$ cat src/pkg/cfgul_cfg.svh
// Constants of the configuration port unlock gate
`ifndef CFGUL_CFG_SVH
`define CFGUL_CFG_SVH
// ----------------------------------------
// Port addresses
// ----------------------------------------
`define CFGUL_IDX_PRI   10'h3f0
`define CFGUL_DAT_PRI   10'h3f1
`define CFGUL_IDX_ALT   10'h370
`define CFGUL_DAT_ALT   10'h371
// ----------------------------------------
// Key bytes and register range
// ----------------------------------------
`define CFGUL_KEY_ENTER 8'h55
`define CFGUL_KEY_EXIT  8'haa
`define CFGUL_IDX_MAX   8'h29
`define CFGUL_NREG      42
`define CFGUL_REG_RST   8'h00
`endif

$ cat src/pkg/cfgul_pkg.sv
// Types of the configuration port unlock gate
package cfgul_pkg;
  typedef enum logic [1:0] {
    CFGUL_LOCKED,
    CFGUL_KEY1,
    CFGUL_OPEN
  } cfgul_state_t;
endpackage

$ cat src/design/cfgul_gate.sv
// Configuration access gate with strap base select and two-write unlock key
`timescale 1ns/1ps
`include "cfgul_cfg.svh"
module cfgul_gate #(
  parameter int NREG = `CFGUL_NREG
) (
  // Clock, reset, enable
  input  wire logic       clk_sys,
  input  wire logic       rst_b,
  input  wire logic       clk_en,
  // Strap
  input  wire logic       config_base_strap,
  // Host I/O access, one cycle strobes
  input  wire logic [9:0] io_addr,
  input  wire logic [7:0] io_wdata,
  input  wire logic       io_wr,
  input  wire logic       io_rd,
  // Read answer and status
  output logic [7:0]      io_rdata_q,
  output logic            io_rvalid_q,
  output logic            cfg_mode_q,
  output logic            base_alt_q,
  output logic [7:0]      cfg_index_q,
  output logic [8*NREG-1:0] config_register_set
);

  cfgul_pkg::cfgul_state_t state_q;
  logic       strap_done_q;
  logic [7:0] regs_q [NREG];
  logic [9:0] idx_port;
  logic [9:0] dat_port;
  logic       wr_idx;
  logic       wr_dat;
  logic       rd_dat;
  logic       idx_ok;

  // --------------------------------------
  // Port decode
  // --------------------------------------
  // Selected pair from captured strap
  assign idx_port = base_alt_q ? `CFGUL_IDX_ALT : `CFGUL_IDX_PRI;
  assign dat_port = base_alt_q ? `CFGUL_DAT_ALT : `CFGUL_DAT_PRI;
  assign wr_idx   = io_wr && (io_addr == idx_port);
  assign wr_dat   = io_wr && (io_addr == dat_port);
  assign rd_dat   = io_rd && (io_addr == dat_port);
  assign idx_ok   = (cfg_index_q <= `CFGUL_IDX_MAX);

  // Strap capture once after reset release
  always_ff @(posedge clk_sys) begin
    if (!rst_b) begin
      strap_done_q <= 1'b0;
      base_alt_q   <= 1'b0;
    end else if (clk_en && !strap_done_q) begin
      strap_done_q <= 1'b1;
      base_alt_q   <= config_base_strap;
    end
  end

  // --------------------------------------
  // Unlock state machine
  // --------------------------------------
  always_ff @(posedge clk_sys) begin
    if (!rst_b) begin
      state_q <= cfgul_pkg::CFGUL_LOCKED;
    end else if (clk_en && strap_done_q && io_wr) begin
      unique case (state_q)
        cfgul_pkg::CFGUL_LOCKED: begin
          if (wr_idx && io_wdata == `CFGUL_KEY_ENTER) begin
            state_q <= cfgul_pkg::CFGUL_KEY1;
          end
        end
        cfgul_pkg::CFGUL_KEY1: begin
          if (wr_idx && io_wdata == `CFGUL_KEY_ENTER) begin
            state_q <= cfgul_pkg::CFGUL_OPEN;
          end else begin
            state_q <= cfgul_pkg::CFGUL_LOCKED;
          end
        end
        cfgul_pkg::CFGUL_OPEN: begin
          if (wr_idx && io_wdata == `CFGUL_KEY_EXIT) begin
            state_q <= cfgul_pkg::CFGUL_LOCKED;
          end
        end
        default: state_q <= cfgul_pkg::CFGUL_LOCKED;
      endcase
    end
  end

  // Mode flag mirrors the open state
  always_ff @(posedge clk_sys) begin
    if (!rst_b) begin
      cfg_mode_q <= 1'b0;
    end else if (clk_en) begin
      cfg_mode_q <= (state_q == cfgul_pkg::CFGUL_OPEN)
                    && !(strap_done_q && wr_idx && io_wdata == `CFGUL_KEY_EXIT);
      if (state_q == cfgul_pkg::CFGUL_KEY1 && strap_done_q && wr_idx
          && io_wdata == `CFGUL_KEY_ENTER) begin
        cfg_mode_q <= 1'b1;
      end
    end
  end

  // --------------------------------------
  // Index and register set
  // --------------------------------------
  always_ff @(posedge clk_sys) begin
    if (!rst_b) begin
      cfg_index_q <= 8'h00;
    end else if (clk_en && state_q == cfgul_pkg::CFGUL_OPEN && wr_idx
                 && io_wdata != `CFGUL_KEY_EXIT) begin
      cfg_index_q <= io_wdata;
    end
  end

  // Register storage, one entry per index
  for (genvar i = 0; i < NREG; i++) begin : g_reg
    always_ff @(posedge clk_sys) begin
      if (!rst_b) begin
        regs_q[i] <= `CFGUL_REG_RST;
      end else if (clk_en && state_q == cfgul_pkg::CFGUL_OPEN && wr_dat
                   && cfg_index_q == 8'(i)) begin
        regs_q[i] <= io_wdata;
      end
    end
    assign config_register_set[8*i +: 8] = regs_q[i];
  end

  // Data port read answer, one cycle later
  always_ff @(posedge clk_sys) begin
    if (!rst_b) begin
      io_rdata_q  <= 8'h00;
      io_rvalid_q <= 1'b0;
    end else if (clk_en) begin
      io_rvalid_q <= rd_dat && state_q == cfgul_pkg::CFGUL_OPEN;
      io_rdata_q  <= (rd_dat && state_q == cfgul_pkg::CFGUL_OPEN && idx_ok)
                     ? regs_q[cfg_index_q[5:0]] : 8'h00;
    end
  end
endmodule

$ cat config.mk
export PLATFORM = sky130hd
export DESIGN_NAME = cfgul_gate
export DESIGN_NICKNAME = d
export VERILOG_FILES = /design/src/pkg/cfgul_pkg.sv /design/src/design/cfgul_gate.sv
export VERILOG_INCLUDE_DIRS = /design/src /design/src/pkg
export SDC_FILE = /design/constraint.sdc
export NUM_CORES = 1
export LEC_CHECK = 0
export ABC_AREA = 0
export BUFFER_PORTS_ARGS = -buffer_cell sky130_fd_sc_hd__buf_2
export CAP_MARGIN = 20
export CORE_ASPECT_RATIO = 0.75
export CORE_MARGIN = 3
export CORE_UTILIZATION = 44
export CTS_CLUSTER_DIAMETER = 30
export DETAILED_ROUTE_END_ITERATION = 8
export MAX_ROUTING_LAYER = met4
export PLACE_DENSITY = 0.71
export SLEW_MARGIN = 15
export SYNTH_ARGS = -nofsm -noshare
export SYNTH_HDL_FRONTEND = slang
export SYNTH_SLANG_ARGS = --single-unit
$ cat constraint.sdc
create_clock -name clk_sys -period 3.6 [get_ports clk_sys]
set_input_delay 0.72 -clock clk_sys [delete_from_list [all_inputs] [get_ports clk_sys]]
set_output_delay 0.72 -clock clk_sys [all_outputs]
set_load 0.05 [all_outputs]
Yosys cells after proc, flatten, opt, wreduce, memory -nomap -nowiden

Memory sizes are Yosys's and may differ from the RTL's. A register that Yosys moved wholly into a read port is not among the register bits.
Cells that the tools add are included.

Reduce and logical (&&, ||, !) cells: 67
$lt $le $gt $ge: 1
Equal/unequal tests: 50
Bitwise gates (word level): 42
Mux-type cells: 179

Operators by type and width:

| cell                 | number |
|---|---|
| $mux W8              | 45 |
| $eq A8 B5 Y1 const B | 16 |
| $mux W1              | 128 |
| $eq A8 B6 Y1 const B | 10 |
| $eq A8 B4 Y1 const B | 8 |
| $logic_and A1 B1 Y1  | 62 |
| $or A1 B1 Y1         | 42 |
| $eq A8 B3 Y1 const B | 4 |
| $eq A10 B10 Y1       | 2 |
| $eq A8 B2 Y1 const B | 2 |
| $mux W6              | 2 |
| $eq A8 B1 Y1 const B | 1 |
| $eq A8 B7 Y1 const B | 1 |
| $eq A8 B8 Y1 const B | 1 |
| $le A8 B6 Y1 const B | 1 |
| $logic_not A8 Y1     | 1 |
| $ne A8 B8 Y1 const B | 1 |
| $mux W2              | 3 |
| $pmux W2 S3          | 1 |
| $ne A2 B2 Y1 const B | 2 |
| $reduce_and A3 Y1    | 1 |
| $eq A2 B1 Y1 const B | 1 |
| $eq A2 B2 Y1 const B | 1 |
| $logic_not A1 Y1     | 2 |
| $logic_not A2 Y1     | 1 |

Memories: 1
Input port bits: 24
Logic and storage cells: 347
Flip-flop bits (word level): 22
Output and inout port bits: 355
Bits in writable memories: 336

Memory list:

| memory | depth | width | rd ports | clocked after memory_dff | write ports | line             | source |
|---|---|---|---|---|---|---|---|
| regs_q | 42    | 8     | 43       | 1                        | 42          | cfgul_gate.sv:29 | `logic [7:0] regs_q [NREG];` |

Logic depth before layout (Yosys ltp)

Word-level depth: 9
Mapped depth: 9
Depth with buffers taken out: 5

Worst setup path before layout

OpenSTA, ideal clock, no wires.

Path type: input port to flip-flop
From: in io_addr[1]
To: mem regs_q[9][0] (enable)
Data required time: 3216 ps
Stages: 6
Data arrival time: 2948 ps
Setup slack: 268 ps
Setup time: 384 ps
Buffers on the path: 1
Cell sequence: or4b_4 > nor4_4 > and2_0 > clkbuf_1 > nand3_1 > o21ai_0

RTL lines:

| what            | line             | source |
|---|---|---|
| start, declared | cfgul_gate.sv:14 | `input wire logic [9:0] io_addr,` |
| end, declared   | cfgul_gate.sv:29 |  |

==> qor.yml <==
status: "complete, no violations"
gp_congestion: 0.938
synth.avg_cell_area_um2: 13.3
vias: 13500
final_util_pct: 58.7
critPathArrivalTime_ns: 3.15
crit_chain: "buf_2 > or4b_4 > nor4_4 > and2_0 > nand3_1 > o21ai_0 > buf_4"
reg2regPathDepth: 5
dpl.hpwl_um: 45100
yosysSeqAreaShare_pct: 62.3
async_flop_share_pct: 0
p_int_mw: 9.04
vdd_drop_max_mv: 0.371
final_common_cell: "buf_2"
drc: 0
antenna_cells: 0
area.growth.synth_to_final_pct: 29.5
cts.sinks: 364
grt.total_usage_pct: 31.0
clk_latency_ns: 0.58
synthFlopType: "edfxtp_1"
worst_pin_slew_ns: 0.821
setup_viol: 0
cts_tree: "yes"
hold_violations: 0
clk_path_buf_depth: 3
synth_cells: 1287
synth_area_um2: 17100
max_freq_mhz: 348
powerDensity_nw_per_um2: 563
tns_ns: 0
seq_power_share_pct: 40.0
hold_buffers: 0
post-route-period-util_pct: 79.8
synth-seq-cells: 364
critPathMaxStageDelay_ns: 0.56
cts_resized: 0
grt-ovfl-total: 0
rsz0062_at_grt: "false"
drtAntennaViolNets: 0
crit_type: "in -> reg"
die_height_um: 177
die-area_um2: 41300
grt_max_degree: 52
cp_slowest_cell: "or4b_4"
hp-class: "in -> reg"
cts-htree-levels: 3
synth_warnings: 0
r2r_slack_ns: 0.78
crit_path_start_kind: "input pin"
relSlewSlack_pct: 45.1
cp_max_fo: 8
sw_frac_of_total_pct: 27.5
synth-edff-count: 336
hold_depth: 3
slew_violations: 0
leakagePower_nw: 8.37
cts-root-buf: "clkbuf_16"
antenna_found_initial: 1
drtIter0Drc: 1698
synth_nets: 1311
whs_endpoint: "base_alt_q$_SDFFE_PN0P_"
grt_pass1_wl_um: 89200
initial_utilization_pct: 45.3
nets: 1746
vias_per_cell: 5.91
maxCapViolCount: 0
mostFrequentLayoutCells: "buf_2 (378), edfxtp_1 (336), and2_1 (312), buf_4 (84), mux2i_1 (70)"
post_cts_buffers: 0
cts_buffers: 67
finClkSkew_ns: 0.0297
net-switching-power_mw: 3.42
hp-start: "config_base_strap"
drive_gt1_share_pct: 37.4
io_buffers: 378
pwr-share-comb_pct: 10.4
core_um2: 37700
synth_cell_types: 58
period_minus_slack_ns: 2.87
crit_path_end_kind: "flop"
dieWidth_um: 234
routed_wl_um: 63200
crit_required_ns: 3.88
wl_per_cell_um: 27.7
pin_count: 379
grt_pass1_vias: 12800
p_clk_share_pct: 49.6
num_rows: 61
clk_pin_slew_ns: 0.05
reg2reg_to: "io_rdata_q[3]$_SDFFE_PN0P_"
dr.pass1.iters: 8
critical path, delay by kind of cell:
kind                   cells  cell delay (ns)
AOI/OAI and AO/OA          1             0.37
buffers and inverters      2             0.31
and+or+nand+nor            4             1.74
routing by layer:
layer,global-route usage [%],routed length [um],part of all wire (%),vias up
li1,-,-,-,5661
met1,43.9,25900,41,6711
met2,45.1,28300,45,984
met3,7.14,7400,12,103
met4,8.97,1590,2.5,0
met5,-,0,0,-
per-stage QoR:
step | hold slack (ns) | setup slack [ns] | std cells | total power [mW] | area, um2
after floorplan | 0.486 | 0.268 | 1287 | 5.88 | 17100
after global placement | 0.450 | 0.232 | 2157 | 6.34 | 19900
after detailed placement | 0.456 | 0.221 | 2157 | 6.35 | 19900
after CTS | 0.422 | 0.815 | 2279 | 12.5 | 22100
after global routing | 0.460 | 0.588 | 2279 | 12.8 | 22100
final | 0.445 | 0.729 | 2279 | 12.5 | 22100
final cells by class:
cell class                      instances  area (um2)
Fill cell                            3056       15600
Sequential cell                       364       10700
Multi-Input combinational cell        823        6040
Timing Repair Buffer                  464        2560
Clock buffer                           75        1750
Tap cell                              504         631
Clock inverter                         47         480
Inverter                                2        7.51
power by group through the flow:
| stage | clock network, mW | registers [mW] | logic [mW] |
|---|---|---|---|
| final | 6.17 | 4.98 | 1.30 |
| after global routing | 6.42 | 4.99 | 1.33 |
| after CTS | 6.21 | 4.98 | 1.30 |
| after detailed placement | 0 | 5.05 | 1.29 |
| after global placement | 0 | 5.05 | 1.28 |
| after floorplan | 0 | 5.70 | 0.187 |
synthesized netlist by cell type, drive strengths merged, types with 3 or more instances:
| cell | instances | area, um2 |
|---|---|---|
| nor3b | 3 | 22.5 |
| dfxtp | 28 | 561 |
| mux2 | 28 | 315 |
| o2111ai | 6 | 52.6 |
| nand4 | 6 | 37.5 |
| nor2b | 11 | 68.8 |
| a21oi | 38 | 190 |
| nor4 | 5 | 58.8 |
| o21ai | 47 | 235 |
| nand4b | 3 | 26.3 |
| nor4b | 3 | 26.3 |
| and2 | 314 | 1960 |
| and3b | 3 | 26.3 |
| edfxtp | 336 | 10100 |
| nor2 | 37 | 139 |
| o31ai | 7 | 52.6 |
| o221ai | 12 | 105 |
| buf | 25 | 115 |
| nand3 | 16 | 85.1 |
| a32oi | 7 | 61.3 |
| a41o | 7 | 70.1 |
| and3 | 31 | 194 |
| a22oi | 11 | 82.6 |
| o211ai | 10 | 75.1 |
| nor3 | 19 | 160 |
| nand3b | 4 | 30.0 |
| clkbuf | 73 | 274 |
| mux2i | 70 | 701 |
| mux4 | 35 | 788 |
| nand2 | 61 | 229 |
| a211oi | 4 | 30.0 |
kinds of logic (layout without fill, tap and decap cells):
logic type,Yosys count,count (layout),share of synthesized area (%)
xor gates and xnor gates,1,1,0.0513
buffers and inverters,100,588,2.32
AOI/OAI and AO/OA,159,159,6.08
DFF,364,364,62.3
and+or+nand+nor,530,530,18.7
muxes,133,133,10.6
state kept, by name (all words and copies together) (netlist names), named ones only:
signal,count
io_rvalid_q,1
cfg_mode_q,1
state_q,2
io_rdata_q,8
base_alt_q,1
regs_q,336
strap_done_q,1
cfg_index_q,8
worst max path at each step:
| stage | startpoint | to |
|---|---|---|
| after floorplan | io_addr[1] | regs_q[9][0]$_SDFFCE_PN0P_ |
| after global placement | io_addr[1] | regs_q[21][4]$_SDFFCE_PN0P_ |
| after detailed placement | io_addr[1] | regs_q[20][6]$_SDFFCE_PN0P_ |
| after CTS | io_addr[1] | regs_q[20][6]$_SDFFCE_PN0P_ |
| after global routing | io_addr[1] | regs_q[20][6]$_SDFFCE_PN0P_ |
| final | io_addr[1] | regs_q[20][6]$_SDFFCE_PN0P_ |
Note: power is estimated with default switching activity, not from simulation.
